--- src/hw/hsp_pkg.sv ---
// Purpose: Constants and carrier types for the handshake status and port buffer block.
// Assumes: 16-bit register port, one clock, asynchronous active-low reset.
// Notes:   Offsets are word offsets on the plain register port.
package hsp_pkg;

  // ----------------------------------------------------------------------
  // Register map
  // ----------------------------------------------------------------------
  localparam logic [4:0]  HSP_OFS_STATUS   = 5'h00;
  localparam logic [4:0]  HSP_OFS_CNT_CLR  = 5'h0A;
  localparam logic [4:0]  HSP_OFS_TC1_CLR  = 5'h0C;
  localparam logic [4:0]  HSP_OFS_TC2_CLR  = 5'h0E;
  localparam logic [4:0]  HSP_OFS_PORT_D   = 5'h09;
  localparam logic [4:0]  HSP_OFS_CFG      = 5'h14;
  localparam logic [4:0]  HSP_OFS_MODE     = 5'h1C;
  localparam int          HSP_AW           = 5;
  localparam int          HSP_DW           = 16;
  localparam logic [15:0] HSP_ZERO16       = 16'h0000;
  localparam logic [7:0]  HSP_ZERO8        = 8'h00;

  // ----------------------------------------------------------------------
  // Field positions
  // ----------------------------------------------------------------------
  localparam int HSP_CFG_NEWFEAT  = 0;
  localparam int HSP_CFG_DBLBUF   = 1;
  localparam int HSP_MODE_D_OUT   = 0;
  localparam int HSP_MODE_PULSE   = 1;
  localparam int HSP_MODE_DUALDMA = 2;
  localparam int HSP_MODE_CNT3IE  = 3;
  localparam int HSP_MODE_TC1IE   = 4;
  localparam int HSP_MODE_TC2IE   = 5;
  localparam int HSP_MODE_COUNTER1_ENABLE  = 6;
  localparam int HSP_MODE_CNT2EN  = 7;
  localparam int HSP_MODE_REQ_LO  = 8;
  localparam int HSP_MODE_G1_WR   = 9;
  localparam int HSP_MODE_G2_WR   = 10;
  localparam int HSP_MODE_G1_HS   = 11;
  localparam int HSP_MODE_G2_HS   = 12;
  localparam int HSP_MODE_WIDE    = 13;
  localparam int HSP_MODE_CHSEL   = 14;

  // ----------------------------------------------------------------------
  // Carrier types
  // ----------------------------------------------------------------------
  typedef struct packed {
    logic group1_request;
    logic group1_acknowledge;
    logic group2_request;
    logic group2_acknowledge;
    logic extra_input_one;
    logic extra_input_two;
    logic counter3_out;
    logic group1_terminal_count;
    logic group2_terminal_count;
    logic group1_transfer_ready;
    logic group2_transfer_ready;
  } hsp_pins_t;

  typedef struct packed {
    logic [4:0]  addr;
    logic [15:0] wdata;
    logic        wr;
    logic        rd;
  } hsp_req_t;

endpackage : hsp_pkg

--- src/hw/hsp_status_port.sv ---
// Purpose: Status word, buffer configuration and port D buffering.
// Assumes: Plain register port with read data one cycle after the read strobe.
// Notes:   Mode register stands in for the configuration bits held elsewhere.
//
// Design decision made here: the plain strobed port.
`timescale 1ns/1ns
module hsp_status_port #(
  parameter int          PORT_W    = 8,
  parameter logic        LEGACY_ID = 1'b0
) (
  input  wire logic               clock,
  input  wire logic               rst_n,
  input  wire hsp_pkg::hsp_req_t  bus_req,
  output logic [15:0]             rdata,
  input  wire hsp_pkg::hsp_pins_t pins_in,
  input  wire logic [PORT_W-1:0]  port_d_in,
  output logic [PORT_W-1:0]       port_d_out,
  output logic                    port_d_oe_n,
  output logic                    counter1_gate,
  output logic                    counter2_gate,
  output logic                    new_feature_enable,
  output logic                    group1_tc_irq,
  output logic                    group2_tc_irq
);
  import hsp_pkg::*;

  initial begin
    if (PORT_W < 1 || PORT_W > HSP_DW) begin
      $error("Port width out of range.");
    end
  end

  // ----------------------------------------------------------------------
  // Pin synchronisation
  // ----------------------------------------------------------------------
  hsp_pins_t          pins_s;
  logic [PORT_W-1:0]  port_d_s;

  hsp_sync #(.W($bits(hsp_pins_t))) u_sync_pins (
    .clock    (clock),
    .rst_n    (rst_n),
    .async_in (pins_in),
    .sync_out (pins_s)
  );

  hsp_sync #(.W(PORT_W)) u_sync_port (
    .clock    (clock),
    .rst_n    (rst_n),
    .async_in (port_d_in),
    .sync_out (port_d_s)
  );

  // ----------------------------------------------------------------------
  // Address decode
  // ----------------------------------------------------------------------
  wire wr_cfg    = bus_req.wr && (bus_req.addr == HSP_OFS_CFG);
  wire wr_mode   = bus_req.wr && (bus_req.addr == HSP_OFS_MODE);
  wire wr_port   = bus_req.wr && (bus_req.addr == HSP_OFS_PORT_D);
  wire wr_cntclr = bus_req.wr && (bus_req.addr == HSP_OFS_CNT_CLR);
  wire wr_tc1clr = bus_req.wr && (bus_req.addr == HSP_OFS_TC1_CLR);
  wire wr_tc2clr = bus_req.wr && (bus_req.addr == HSP_OFS_TC2_CLR);
  wire rd_stat   = bus_req.rd && (bus_req.addr == HSP_OFS_STATUS);
  wire rd_port   = bus_req.rd && (bus_req.addr == HSP_OFS_PORT_D);
  wire rd_mode   = bus_req.rd && (bus_req.addr == HSP_OFS_MODE);

  // ----------------------------------------------------------------------
  // Configuration registers
  // ----------------------------------------------------------------------
  logic        dbl_buf_q;
  logic        new_feat_q;
  logic [15:0] mode_q;

  always_ff @(posedge clock or negedge rst_n) begin
    if (!rst_n) begin
      dbl_buf_q  <= 1'b0;
      new_feat_q <= 1'b0;
      mode_q     <= HSP_ZERO16;
    end else begin
      if (wr_cfg) begin
        dbl_buf_q  <= bus_req.wdata[HSP_CFG_DBLBUF];
        new_feat_q <= bus_req.wdata[HSP_CFG_NEWFEAT];
      end
      if (wr_mode) begin
        mode_q <= bus_req.wdata;
      end
    end
  end

  // Double buffering is a newer-revision feature, so legacy mode ignores it.
  wire port_d_double_buffer_en = dbl_buf_q && new_feat_q;
  wire d_is_out     = mode_q[HSP_MODE_D_OUT];
  wire pulse_mode   = mode_q[HSP_MODE_PULSE];
  wire dual_dma_mode = mode_q[HSP_MODE_DUALDMA];
  assign new_feature_enable = new_feat_q;

  // ----------------------------------------------------------------------
  // Group 2 request qualification
  // ----------------------------------------------------------------------
  logic group2_request_prev_q;
  wire  group2_request_act  = pins_s.group2_request ^ mode_q[HSP_MODE_REQ_LO];
  wire  group2_request_edge = group2_request_act && !group2_request_prev_q;
  wire  group2_request_fire = pulse_mode ? group2_request_edge : group2_request_act;

  // ----------------------------------------------------------------------
  // Port D buffers
  // ----------------------------------------------------------------------
  logic [PORT_W-1:0] stage1_q;
  logic [PORT_W-1:0] stage2_q;
  logic [PORT_W-1:0] in_buf_q;
  logic              in_held_q;

  // In pulse mode a capture holds until the host reads the port.
  wire in_capture = port_d_double_buffer_en && !d_is_out && group2_request_fire &&
                    !(pulse_mode && in_held_q);

  always_ff @(posedge clock or negedge rst_n) begin
    if (!rst_n) begin
      stage1_q    <= '0;
      stage2_q    <= '0;
      in_buf_q    <= '0;
      in_held_q   <= 1'b0;
      group2_request_prev_q <= 1'b0;
    end else begin
      group2_request_prev_q <= group2_request_act;
      if (wr_port) begin
        stage1_q <= bus_req.wdata[PORT_W-1:0];
      end
      if (!port_d_double_buffer_en && wr_port) begin
        stage2_q <= bus_req.wdata[PORT_W-1:0];
      end else if (port_d_double_buffer_en && d_is_out && group2_request_fire) begin
        stage2_q <= stage1_q;
      end
      if (in_capture) begin
        in_buf_q <= port_d_s;
      end
      if (in_capture && pulse_mode) begin
        in_held_q <= 1'b1;
      end else if (rd_port) begin
        in_held_q <= 1'b0;
      end
    end
  end

  assign port_d_out  = stage2_q;
  assign port_d_oe_n = !d_is_out;

  // ----------------------------------------------------------------------
  // Sticky event flags
  // ----------------------------------------------------------------------
  logic cnt3_prev_q;
  logic cnt3_flag_q;
  logic tc1_prev_q;
  logic tc2_prev_q;
  logic tc1_flag_q;
  logic tc2_flag_q;

  wire cnt3_rise = pins_s.counter3_out && !cnt3_prev_q;
  wire cnt3_set  = cnt3_rise && mode_q[HSP_MODE_CNT3IE];
  wire tc1_set   = pins_s.group1_terminal_count && !tc1_prev_q;
  wire tc2_set   = pins_s.group2_terminal_count && !tc2_prev_q;

  // A set arriving with its clear wins, so no event is lost.
  always_ff @(posedge clock or negedge rst_n) begin
    if (!rst_n) begin
      cnt3_prev_q <= 1'b0;
      tc1_prev_q  <= 1'b0;
      tc2_prev_q  <= 1'b0;
      cnt3_flag_q <= 1'b0;
      tc1_flag_q  <= 1'b0;
      tc2_flag_q  <= 1'b0;
    end else begin
      cnt3_prev_q <= pins_s.counter3_out;
      tc1_prev_q  <= pins_s.group1_terminal_count;
      tc2_prev_q  <= pins_s.group2_terminal_count;
      cnt3_flag_q <= cnt3_set || (cnt3_flag_q && !wr_cntclr);
      tc1_flag_q  <= tc1_set || (tc1_flag_q && !wr_tc1clr);
      tc2_flag_q  <= tc2_set || (tc2_flag_q && !wr_tc2clr);
    end
  end

  assign group1_tc_irq = tc1_flag_q && mode_q[HSP_MODE_TC1IE];
  assign group2_tc_irq = tc2_flag_q && mode_q[HSP_MODE_TC2IE];

  // ----------------------------------------------------------------------
  // Counter gates and status word
  // ----------------------------------------------------------------------
  assign counter1_gate = pins_s.extra_input_one && mode_q[HSP_MODE_COUNTER1_ENABLE];
  assign counter2_gate = pins_s.extra_input_two && mode_q[HSP_MODE_CNT2EN];

  wire g1_ready = mode_q[HSP_MODE_G1_WR] ? pins_s.group1_transfer_ready
                : (mode_q[HSP_MODE_G1_HS] && pins_s.group1_transfer_ready);
  wire g2_ready = mode_q[HSP_MODE_G2_WR] ? pins_s.group2_transfer_ready
                : (mode_q[HSP_MODE_G2_HS] && pins_s.group2_transfer_ready);

  // Bit 13 and bit 3 read as zero.
  wire [15:0] status_word = {
    dual_dma_mode && mode_q[HSP_MODE_CHSEL],
    cnt3_flag_q,
    1'b0,
    mode_q[HSP_MODE_WIDE],
    pins_s.extra_input_one,
    tc2_flag_q,
    tc1_flag_q,
    g1_ready,
    pins_s.group1_request,
    pins_s.group1_acknowledge,
    pins_s.extra_input_two,
    LEGACY_ID,
    1'b0,
    g2_ready,
    pins_s.group2_request,
    pins_s.group2_acknowledge
  };

  wire [PORT_W-1:0] port_view = d_is_out ? stage2_q
                              : (port_d_double_buffer_en ? in_buf_q : port_d_s);

  wire [15:0] port_word = {{(HSP_DW-PORT_W){1'b0}}, port_view};

  // Unmapped and write-only offsets read as zero.
  wire [15:0] rdata_d = rd_stat ? status_word :
                        rd_port ? port_word   :
                        rd_mode ? mode_q      : HSP_ZERO16;

  always_ff @(posedge clock or negedge rst_n) begin
    if (!rst_n) begin
      rdata <= HSP_ZERO16;
    end else begin
      rdata <= rdata_d;
    end
  end
endmodule : hsp_status_port

--- src/hw/hsp_sync.sv ---
// Purpose: Two-stage synchroniser, one per bit.
// Assumes: Inputs are asynchronous to clock.
// Notes:   First stage is read only by the second.
`timescale 1ns/1ns
module hsp_sync #(
  parameter int W = 8
) (
  input  wire logic         clock,
  input  wire logic         rst_n,
  input  wire logic [W-1:0] async_in,
  output logic      [W-1:0] sync_out
);
  logic [W-1:0] meta_q;

  initial begin
    if (W < 1) begin
      $error("Width must be at least one.");
    end
  end

  always_ff @(posedge clock or negedge rst_n) begin
    if (!rst_n) begin
      meta_q   <= '0;
      sync_out <= '0;
    end else begin
      meta_q   <= async_in;
      sync_out <= meta_q;
    end
  end
endmodule : hsp_sync

--- config.mk ---
export PLATFORM = sky130hd
export DESIGN_NAME = hsp_status_port
export DESIGN_NICKNAME = d
export VERILOG_FILES = /design/src/hw/hsp_pkg.sv /design/src/hw/hsp_status_port.sv /design/src/hw/hsp_sync.sv
export SDC_FILE = /design/constraint.sdc
export NUM_CORES = 1
export LEC_CHECK = 0
export ABC_CLOCK_PERIOD_IN_PS = 1480
export BUFFER_PORTS_ARGS = -buffer_cell sky130_fd_sc_hd__buf_2
export CAP_MARGIN = 0
export CORE_ASPECT_RATIO = 0.5
export CORE_MARGIN = 2
export CORE_UTILIZATION = 40
export DETAILED_ROUTE_END_ITERATION = 8
export GPL_ROUTABILITY_DRIVEN = 0
export GPL_TIMING_DRIVEN = 0
export PLACE_DENSITY = 0.63
export SLEW_MARGIN = 15
export SYNTH_ARGS = -nofsm -noshare
export SYNTH_HDL_FRONTEND = slang
export SYNTH_HIERARCHICAL = 1
export SYNTH_SLANG_ARGS = --single-unit
--- constraint.sdc ---
create_clock -name clock -period 1.48 [get_ports clock]
set_input_delay 0.222 -clock clock [delete_from_list [all_inputs] [get_ports clock]]
set_output_delay 0.222 -clock clock [all_outputs]
set_load 0.1 [all_outputs]
Yosys cells after proc, flatten, opt, wreduce, memory -nomap -nowiden

Cells that the tools add are included.

Register bits after elaboration: 104
Output and inout bits: 30
Word-level logic and storage cells: 87

Equality and inequality tests: 6
Multiplexer cells: 12
Bitwise operators: 1
Reduce and logical (&&, ||, !) cells: 49

Operators with widths:

| cell                                                                   | count |
|---|---|
| 16-bit 2-to-1 mux                                                      | 3 |
| 1-bit logical AND                                                      | 33 |
| 8-bit 2-to-1 mux                                                       | 4 |
| 5-bit by 4-bit equality test with 1-bit output (second input constant) | 4 |
| 5-bit equality test (second input constant)                            | 2 |
| 1-bit logical NOT                                                      | 10 |
| 5-bit logical NOT                                                      | 1 |
| 1-bit 2-to-1 mux                                                       | 5 |
| 2-bit nonzero test                                                     | 2 |
| 1-bit logical OR                                                       | 3 |
| 1-bit bitwise XOR                                                      | 1 |

Depth between registers and ports, before layout

Gate-level depths: netlist of the first run.

Depth in word-level cells: 7
Depth in mapped cells: 6
Mapped depth without buffers: 4

By module

The synthesis of the first run kept the hierarchy.

By module, submodules not included:

| module                 | instances | cells each | area each (um^2) | seq. area each (um^2) |
|---|---|---|---|---|
| hsp_status_port        | 1         | 228        | 2849.0           | 1651.6 |
| hsp_sync (u_sync_pins) | 1         | 22         | 550.5            | 550.5 |
| hsp_sync (u_sync_port) | 1         | 16         | 400.4            | 400.4 |

Worst setup path before layout of the first run

Ideal clock, no wire load.

Path type: flip-flop to flip-flop
Start point: reg new_feat_q (netlist: new_feature_enable)
End point: reg in_buf_q[0]
Arrival: 2206 ps
Slack: -851 ps
Stages on the path, launching flop included: 6
Path buffers: 2
Clock period less this slack: 2331 ps
Cell sequence: dfrtp_1 buf_2 nand2_1 and4b_1 buf_2 mux2_2

Longest elaborated chain between the ends: 4

Ends and longest elaborated chain:

| what                           | line                   | text |
|---|---|---|
| start, declared                | hsp_status_port.sv:70  | `logic new_feat_q;` |
| start signal, assigned         | hsp_status_port.sv:81  | `new_feat_q <= bus_req.wdata[HSP_CFG_NEWFEAT];` |
| 1-bit logical AND              | hsp_status_port.sv:90  | `wire port_d_double_buffer_en = dbl_buf_q && new_feat_q;` |
| 1-bit logical AND (3 in a row) | hsp_status_port.sv:113 | `wire in_capture = port_d_double_buffer_en && !d_is_out && group2_request_fire &&` |
| end signal, assigned           | hsp_status_port.sv:134 | `in_buf_q <= port_d_s;` |
| end, declared                  | hsp_status_port.sv:109 | `logic [PORT_W-1:0] in_buf_q;` |

Every way passes these cells.
A chain may end at the register's enable or synchronous reset.

Worst setup path after layout of the first run

Start point: reg new_feat_q (netlist: new_feature_enable)
End point: reg in_buf_q[4]

The elaborated chain is that of the path after synthesis.

==> impl_metrics.toml, run 1 <==
[min_path]
hp-start = "bus_req[12]"
hold_path_depth = 2
hold_path.class = "input port to register"
hold_end = "mode_q[10]"

[global_routing]
grt_overflow = 0
grt_pass1_wl_mm = 14.2
track_usage_pct = 18.7
grt_max_degree = 73
antenna_found_initial = 0
grt_pass1_vias = 2709

[synthesis]
synthDistinctLibCells = 42
ys_ff_latch = 104
netlist_instances = 266
async_reset_ff_share_pct = 100
synth_area_um2 = 3800
seq_area_frac_synth_pct = 68.5
synth-edff-count = 0
yosysWarnings = 6
synth_area_per_cell_um2 = 14.3
ys.flop_type = "dfrtp_1"
synthesis.nets = 310

[final_layout]
n_fill_cell = 742
antenna_cells = 0
drive_above_1_share_pct = 43.7
finalNetCount = 435
syn_to_final_growth_pct = 37.0
stdcell_count = 517
multi_input_area_um2 = 1220
seqCellArea_um2 = 2610
fin_util_pct = 55.7

[critical_path]
required_ns = 1.70
r2r-start = "new_feature_enable"
worst_ep_arrival_time_ns = 1.77
slowest_stage = "dfrtp_4"
reg2reg_to = "in_buf_q[4]"
r2r_setup_slack_ns = -0.07
worstPathMaxFanout = 6
cp-start-kind = "register"
crit_chain = "buf_8 -> nand2_8 -> and4b_1 -> buf_6 -> mux2_4"
cp_slowest_stage_delay_ns = 0.42
r2r_cells = 5
critPathCaptureType = "register"
path_class = "register to register"

[sta]
period_needed_ns = 1.55
setup_violations = 10
worstMarginPinSlew_ns = 0.551
finalHoldViolCount = 0
max_freq_mhz = 646
maxSlewHeadroom_pct = 63.2
worst_hold_slack_ns = 0.106
slew_violations = 0
rsz0062_at_grt = "true"
final.setup_skew_ns = 0.00808
fin_crit_sh_pct = 105
fin_ws_ns = -0.0673

[status]
status = "finished, violations left"
violations = "negative setup slack"

[clock_tree]
numCtsBuffers = 9
clkSlewWorstSetupHoldPaths_ns = 0.06
cts_sinks = 104
h-tree-depth = 3
clk_latency_ns = 0.34
cts_tree = "yes"
clock_path_buffers = 2
clock_tree.root_cell = "clkbuf_16"

[route]
via_per_inst = 5.01
drt_iter0_drc = 157
detail-route-antenna-nets = 0
firstDrtPassIters = 4
top_layer_used = "met4"
met1_length_mm = 3.84
wl_met2_mm = 4.57
vias = 2589
wl_met3_um = 541
routed_wl_mm = 9.00
drc = 0
wl_per_cell_um = 17.4

[power_and_ir_drop]
powerDensity_nw_per_um2 = 1600
p_leak_nw = 2.51
peakVddDrop_v = 0.000736

[die]
rows = 25
io_pins = 74
initial_core_util_pct = 40.6
coreArea_um2 = 9350
die_w_um = 142
die_y_um = 72.9
die_area_um2 = 10300

[placement]
dpl.cell_count = 461
place_ws_ns = -0.400
hpwl_mm = 5.83
io_buffers = 73

[run]
max_cap_viol_count = 0
## per-stage QoR
step / total power, mW / cell area (um^2) / TNS (ns)
4_1_cts: 8.31 / 5090 / -0.236
5_1_grt: 8.71 / 5210 / -0.840
2_1_floorplan: 5.09 / 3860 / -3.05
3_5_place_dp: 5.60 / 4410 / -11.93
6_report: 8.35 / 5210 / -0.361
3_3_place_gp: 5.53 / 4370 / -94.58
## worst max-delay path, delay by kind of cell (launching register included)
kind          cells  cell delay (ns)
mux               1             0.31
buf+inv           2             0.30
simple gates      2             0.39
flops             1             0.42
## repair_timing
item / 4_1_cts / 5_1_grt
hold buffers: 20 / 0
gates cloned: 1 / 0
setup buffers: 11 / 9
pin swaps: 5 / 6
hold endpoints to repair: 51 / 0
endpoints found under the setup margin: 32 / 25
resized for setup: 28 / 14
## worst max path at each step
stage,cells after the start,start,to
after global routing,5,new_feature_enable,in_buf_q[4]
after global placement,1,rst_n,new_feature_enable
after detailed placement,5,bus_req[18],mode_q[11]
after floorplan,4,mode_q[0],in_buf_q[0]
after CTS,5,new_feature_enable,in_buf_q[4]
final,5,new_feature_enable,in_buf_q[4]
## logic make-up after synthesis
| kind of cell | share of synthesized area (%) |
|---|---|
| DFF | 68.5 |
| xor gates and xnor gates | 0.231 |
| muxes | 10.6 |
| and+or+nand+nor | 8.07 |
| AOI/OAI and AO/OA | 10.2 |
| buffers and inverters | 2.40 |
## state kept, by name, indices dropped and copies added, names as in the netlist
| signal | cells |
|---|---|
| tc1_flag_q | 1 |
| mode_q | 16 |
| tc2_flag_q | 1 |
| u_sync_pins/sync_out | 11 |
| tc1_prev_q | 1 |
| group2_request_prev_q | 1 |
| tc2_prev_q | 1 |
| stage1_q | 8 |
| port_d_out | 8 |
| in_held_q | 1 |
| u_sync_pins/meta_q | 11 |
| new_feature_enable | 1 |
| dbl_buf_q | 1 |
| u_sync_port/sync_out | 8 |
| in_buf_q | 8 |
| cnt3_prev_q | 1 |
| cnt3_flag_q | 1 |
| u_sync_port/meta_q | 8 |
| rdata | 16 |
## cell usage after synthesis (all sizes together) (5+ instances only)
library cell	number	share of area, %
nor2	5	0.49
a22o	8	1.8
o21ai	15	2.0
buf	7	1.1
a211o	5	1.2
and2	6	0.99
o22ai	7	1.2
and3	5	0.82
nand2	10	1.1
mux2	33	9.8
a21oi	15	2.0
inv	11	1.1
dfrtp	104	68
## report_power, final
| part | switching, mW | internal [mW] |
|---|---|---|
| combinational | 1.64 | 0.685 |
| clock | 0.976 | 1.53 |
| sequential | 0.270 | 3.25 |
| total | 2.89 | 5.46 |
## cell usage in the layout, fill, tap and decap left out, types with 2 or more instances in the layout
| master | n |
|---|---|
| a22oi_1 | 2 |
| buf_6 | 11 |
| a21oi_1 | 13 |
| o22ai_1 | 7 |
| nand3_1 | 2 |
| dfrtp_1 | 99 |
| buf_4 | 20 |
| a22o_1 | 8 |
| mux2i_1 | 3 |
| a211o_1 | 5 |
| clkbuf_1 | 4 |
| o21ai_1 | 5 |
| and3_1 | 5 |
| buf_2 | 68 |
| mux2_2 | 25 |
| a211oi_2 | 3 |
| a21oi_2 | 2 |
| inv_1 | 10 |
| and2_1 | 5 |
| clkbuf_16 | 9 |
| nand2b_1 | 3 |
| mux2_4 | 8 |
| dfrtp_2 | 4 |
| nand2_1 | 8 |
| bufinv_16 | 2 |
| o21ai_0 | 10 |
| nor2_1 | 5 |
| dlygate4sd3_1 | 20 |
## area by class of cell
type | instances | share of cell area (%)
Tap cell | 121 | 2.91
Clock buffer | 13 | 4.81
Inverter | 11 | 0.865
Clock inverter | 3 | 1.25
Sequential cell | 104 | 50.2
Buffer | 8 | 1.32
Multi-Input combinational cell | 142 | 23.4
Timing Repair Buffer | 115 | 15.3
## per-layer routing
| metal | GRT usage [%] | vias to the layer above |
|---|---|---|
| met3 | 5.51 | 4 |
| met1 | 24.8 | 1324 |
| met2 | 30.3 | 58 |
| li1 | - | 1203 |
| met5 | 0 | - |
| met4 | 5.67 | 0 |
Power figures use the tool's default switching activity.
==> inputs of run 2 (changes only) <==
--- a/config.mk
+++ b/config.mk
@@ -11,10 +11,10 @@
 export CORE_ASPECT_RATIO = 0.5
 export CORE_MARGIN = 2
 export CORE_UTILIZATION = 40
+export CTS_BUF_LIST = sky130_fd_sc_hd__clkbuf_16
 export DETAILED_ROUTE_END_ITERATION = 8
 export GPL_ROUTABILITY_DRIVEN = 0
 export GPL_TIMING_DRIVEN = 0
-export PLACE_DENSITY = 0.63
 export SLEW_MARGIN = 15
 export SYNTH_ARGS = -nofsm -noshare
 export SYNTH_HDL_FRONTEND = slang
==> run 2 against run 1 <==
The run still ends with negative setup slack left. Die area unchanged. Via count fell by 3.3%. Sequential power is essentially flat. Sequential share of layout area grew 0.34 points. Clock power rose by 6%. Wire length is 3.7% lower. Core utilization shrank 0.37 points. Combinational power decreased by 3%. Final cell count decreased by 1.5%. Power increased by 0.91%. Setup slack improved by 0.012 ns. Critical path depth unchanged. Critical endpoint unchanged. Highest routed layer unchanged.
==> impl_metrics.toml, run 2 (synthesized netlist as in run 1, its figures left out) <==
[route]
via_per_inst = 4.92
routed_wl_mm = 8.67
wl_per_cell_um = 17.0
vias = 2504
firstDrtPassIters = 4
drt_iter0_drc = 186
detail-route-antenna-nets = 0
drc = 0

[die]
coreArea_um2 = 9350
die_area_um2 = 10300
die_w_um = 142
initial_core_util_pct = 40.6
rows = 25
io_pins = 74
die_y_um = 72.9

[min_path]
hold_end = "mode_q[10]"
hold_path.class = "input port to register"
hold_path_depth = 2
hp-start = "bus_req[12]"

[placement]
place_ws_ns = -0.388
hpwl_mm = 5.65
io_buffers = 73
dpl.cell_count = 461

[critical_path]
cp_num_buf_inv = 2
path_class = "register to register"
worstPathMaxFanout = 5
r2r_cells = 5
critPathCaptureType = "register"
reg2reg_to = "in_buf_q[4]"
slowest_stage = "dfrtp_4"
required_ns = 1.71
cp-start-kind = "register"
r2r_setup_slack_ns = -0.05
crit_family = "flip-flops"
cp.depth = 5
crit_chain = "buf_8 -> nand2_8 -> and4b_2 -> buf_8 -> mux2_4"
r2r-start = "new_feature_enable"
cpMostUsedCell = "buf_8"
worst_ep_arrival_time_ns = 1.76
cp_slowest_stage_delay_ns = 0.48

[final_layout]
syn_to_final_growth_pct = 36.1
multi_input_area_um2 = 1220
n_fill_cell = 772
antenna_cells = 0
stdcell_count = 509
final_common_cell = "dfrtp_1"
seqCellArea_um2 = 2610
drive_above_1_share_pct = 43.6
layout_common_cells = "99 x dfrtp_1, 68 x buf_2, 25 x mux2_2"
finalNetCount = 427
largestRegisters = "mode_q: 16 flops, rdata: 16 flops"

[global_routing]
grt_max_degree = 62
grt_pass1_vias = 2527
grt_overflow = 0
antenna_found_initial = 0
grt_pass1_wl_mm = 13.5
track_usage_pct = 18.0

[power_and_ir_drop]
switching_share_pct = 34.2
p_seq_share_pct = 41.7
peakVddDrop_v = 0.000764
powerDensity_nw_per_um2 = 1630
p_leak_nw = 2.47
p_int_mw = 5.55
totalPowerFinal_mw = 8.43
clkPwrFrac_pct = 31.4
p_switching_mw = 2.88
pwr-share-comb_pct = 26.9

[clock_tree]
cts_sinks = 104
clkSlewWorstSetupHoldPaths_ns = 0.07
numCtsBuffers = 9
clk_latency_ns = 0.35
h-tree-depth = 3
clock_path_buffers = 2
clock_tree.root_cell = "clkbuf_16"
cts_tree = "yes"

[sta]
period_needed_ns = 1.53
fin_crit_sh_pct = 104
rsz0062_at_grt = "true"
worst_hold_slack_ns = 0.103
slew_violations = 0
max_freq_mhz = 651
final.setup_skew_ns = 0.00766
finalHoldViolCount = 0
worstMarginPinSlew_ns = 0.539
fin_ws_ns = -0.0550
fin_setup_tns_ns = -0.410
maxSlewHeadroom_pct = 63.8
setup_violations = 8

[status]
status = "finished, violations left"
violations = "negative setup slack"

[run]
max_cap_viol_count = 0
run 2: cell count changes in the layout (fill, tap and decap cells not counted), sizes merged:
cell    previous run  this run
clkinv             1         4
buf              102        94
clkbuf            14        10
bufinv             2         3
run 2: repair_timing:
action	4_1_cts	5_1_grt
hold buffers	20	0
hold endpoints to repair	62	0
pin swaps	5	3
endpoints found under the setup margin	30	23
buffers inserted	10	2
resized for setup	26	18
gates cloned	1	0
run 2: power groups by stage:
stage | Sequential [mW] | Clock [mW] | Combinational, mW
2_1_floorplan | 4.39 | 0 | 0.704
3_3_place_gp | 3.53 | 0 | 2.00
3_5_place_dp | 3.55 | 0 | 2.03
4_1_cts | 3.51 | 2.71 | 2.23
5_1_grt | 3.56 | 2.81 | 2.38
6_report | 3.51 | 2.65 | 2.27
run 2: metrics by stage:
step / util [%] / area [um^2]
final: 55.3 / 5170
after floorplan: - / 3860
after CTS: 54.7 / 5120
after global routing: 55.3 / 5170
after global placement: 46.8 / 4370
after detailed placement: 47.1 / 4410
run 2: worst max path at each step:
stage / to / start / slack [ns]
after global routing: in_buf_q[4] / new_feature_enable / -0.08
after global placement: new_feature_enable / rst_n / -1.17
after detailed placement: mode_q[12] / bus_req[21] / -0.39
after CTS: in_buf_q[7] / new_feature_enable / -0.05
final: in_buf_q[4] / new_feature_enable / -0.05
after floorplan: in_buf_q[0] / mode_q[0] / -0.34
run 2: final cells by class:
cell class / count / share of cell area [%]
flip-flops and latches: 104 / 50.5
multi-input cells: 142 / 23.6
repair buffers: 107 / 14.2
clock buffers: 9 / 4.36
well taps: 121 / 2.93
clock inverters: 7 / 2.13
plain buffers: 8 / 1.43
inverters: 11 / 0.871
run 2: per-layer routing:
layer	wire length (um)	vias up	track usage, %	share of wire, %
li1	-	1179	-	-
met5	0	-	0	0
met1	3690	1262	24.4	43
met3	612	9	5.05	7.1
met4	112	0	6.22	1.3
met2	4250	54	28.5	49
run 2: worst register-to-register path, stage by stage (launching register included):
cell and delay (ns):
dfrtp_4 0.48, buf_8 0.14, nand2_8 0.08, and4b_2 0.27
buf_8 0.15, mux2_4 0.30
==> inputs of run 3 (changes only) <==
--- a/config.mk
+++ b/config.mk
@@ -9,7 +9,7 @@
 export BUFFER_PORTS_ARGS = -buffer_cell sky130_fd_sc_hd__buf_2
 export CAP_MARGIN = 0
 export CORE_ASPECT_RATIO = 0.5
-export CORE_MARGIN = 2
+export CORE_MARGIN = 10
 export CORE_UTILIZATION = 40
 export CTS_BUF_LIST = sky130_fd_sc_hd__clkbuf_16
 export DETAILED_ROUTE_END_ITERATION = 8
==> constraint.sdc (replaced) <==
create_clock -name clock -period 1.48 [get_ports clock]
set_input_delay 0.222 -clock clock [delete_from_list [all_inputs] [get_ports clock]]
set_output_delay 0.222 -clock clock [all_outputs]
set_load 0.005 [all_outputs]
==> run 3 against run 2 <==
The run still ends with negative setup slack left. Register-to-register slack gained 0.04 ns. Non-clock buffer count increased by 4. Hold slack barely moved. Via count is 4.8% higher. Combinational power fell by 48%. First-iteration DRC count fell by 44%. Largest cell class unchanged.
==> impl_metrics.toml, run 3 (synthesized netlist as in run 1, its figures left out) <==
[route]
vias = 2625
via_per_inst = 5.10
drc = 0
detail-route-antenna-nets = 0
firstDrtPassIters = 4
routed_wl_mm = 9.56
drt_iter0_drc = 105
wl_per_cell_um = 18.6

[die]
initial_core_util_pct = 40.6
io_pins = 74
die_area_um2 = 14000
rows = 25
die_y_um = 88.9
coreArea_um2 = 9350
die_w_um = 158

[global_routing]
grt_max_degree = 91
grt_pass1_wl_mm = 14.1
track_usage_pct = 13.4
antenna_found_initial = 0
grt_pass1_vias = 2631
grt_overflow = 0

[critical_path]
required_ns = 1.74
worst_ep_arrival_time_ns = 1.76
cp-start-kind = "register"
r2r-start = "new_feature_enable"
path_class = "register to register"
startpoint = "new_feature_enable"
critPathCaptureType = "register"
worstPathMaxFanout = 6

[clock_tree]
clock_path_buffers = 2
cts_sinks = 104
clock_tree.root_cell = "clkbuf_16"
clkSlewWorstSetupHoldPaths_ns = 0.07
h-tree-depth = 3
cts_tree = "yes"
numCtsBuffers = 9
clk_latency_ns = 0.35

[run]
max_cap_viol_count = 0

[sta]
period_needed_ns = 1.50
finalHoldViolCount = 0
maxSlewHeadroom_pct = 65.4
fin_setup_tns_ns = -0.0845
fin_crit_sh_pct = 101
fin_ws_ns = -0.0186
slew_violations = 0
worst_hold_slack_ns = 0.104
max_freq_mhz = 667
rsz0062_at_grt = "true"
setup_violations = 6
final.setup_skew_ns = 0.00792
worstMarginPinSlew_ns = 0.515

[min_path]
hp-start = "bus_req[15]"
hold_path.class = "input port to register"

[power_and_ir_drop]
powerDensity_nw_per_um2 = 1400
peakVddDrop_v = 0.000679
p_leak_nw = 2.50

[final_layout]
layout_common_cells = "103 x dfrtp_1, 72 x buf_2, 25 x mux2_2"
n_fill_cell = 789
multi_input_area_um2 = 1210
syn_to_final_growth_pct = 34.7
seqCellArea_um2 = 2600
final_common_cell = "dfrtp_1"
finalNetCount = 432
largestRegisters = "mode_q: 16 flops, rdata: 16 flops"
drive_above_1_share_pct = 42.2

[status]
status = "finished, violations left"
violations = "negative setup slack"

[placement]
hpwl_mm = 6.40
io_buffers = 73
place_ws_ns = -0.459
## run 3: final timing paths
check / slack, ns / to / cells after the start
max in group asynchronous: 0.55 / mode_q[0] / 3
worst max-delay path: -0.02 / rdata[5] / 6
worst min register to register: 0.35 / u_sync_pins/sync_out[7] / 0
worst min-delay path: 0.10 / mode_q[13] / 2
min in group asynchronous: 0.27 / rdata[8] / 2
worst max register to register: -0.02 / rdata[5] / 6
## run 3: metrics by stage
step | utilization [%] | total power, mW | area (um^2) | instances
detailed placement | 46.6 | 4.46 | 4360 | 461
CTS | 52.7 | 7.05 | 4930 | 499
finish | 54.7 | 7.15 | 5120 | 515
global placement | 46.3 | 4.41 | 4330 | 460
global route | 54.7 | 7.51 | 5120 | 514
floorplan | - | 3.97 | 3810 | 266
## run 3: timing repair
action	in CTS	in global routing
setup endpoints to repair	24	21
cloned	0	2
hold buffers	20	0
pin swaps	4	5
buffers inserted	3	13
hold endpoints to repair	33	0
resized for setup	10	25
## run 3: area by class of cell
| class | count | share of cell area [%] |
|---|---|---|
| plain buffers | 8 | 1.34 |
| inverters | 11 | 0.807 |
| repair buffers | 111 | 14.3 |
| flip-flops and latches | 104 | 50.9 |
| diodes | 1 | 0.0489 |
| clock buffers | 9 | 4.40 |
| clock inverters | 7 | 1.71 |
| multi-input cells | 143 | 23.6 |
| well taps | 121 | 2.96 |
## run 3: worst max-delay path: stages, from the launching register on
cell     delay, ns
dfrtp_1       0.39
buf_6         0.14
nand2_8       0.09
buf_4         0.16
nand2_1       0.06
a311o_1       0.39
a21oi_1       0.19
## run 3: power by group
part           switching (mW)  internal [mW]
Sequential              0.258           3.24
Combinational           0.545          0.622
Clock                    1.02           1.47
## run 3: metal layers
| metal | track usage [%] | wire, um | vias up |
|---|---|---|---|
| li1 | - | - | 1195 |
| met1 | 16.7 | 4240 | 1332 |
| met2 | 20.0 | 4370 | 83 |
| met3 | 5.81 | 758 | 15 |
| met4 | 5.65 | 192 | 0 |
| met5 | 0 | 0 | - |
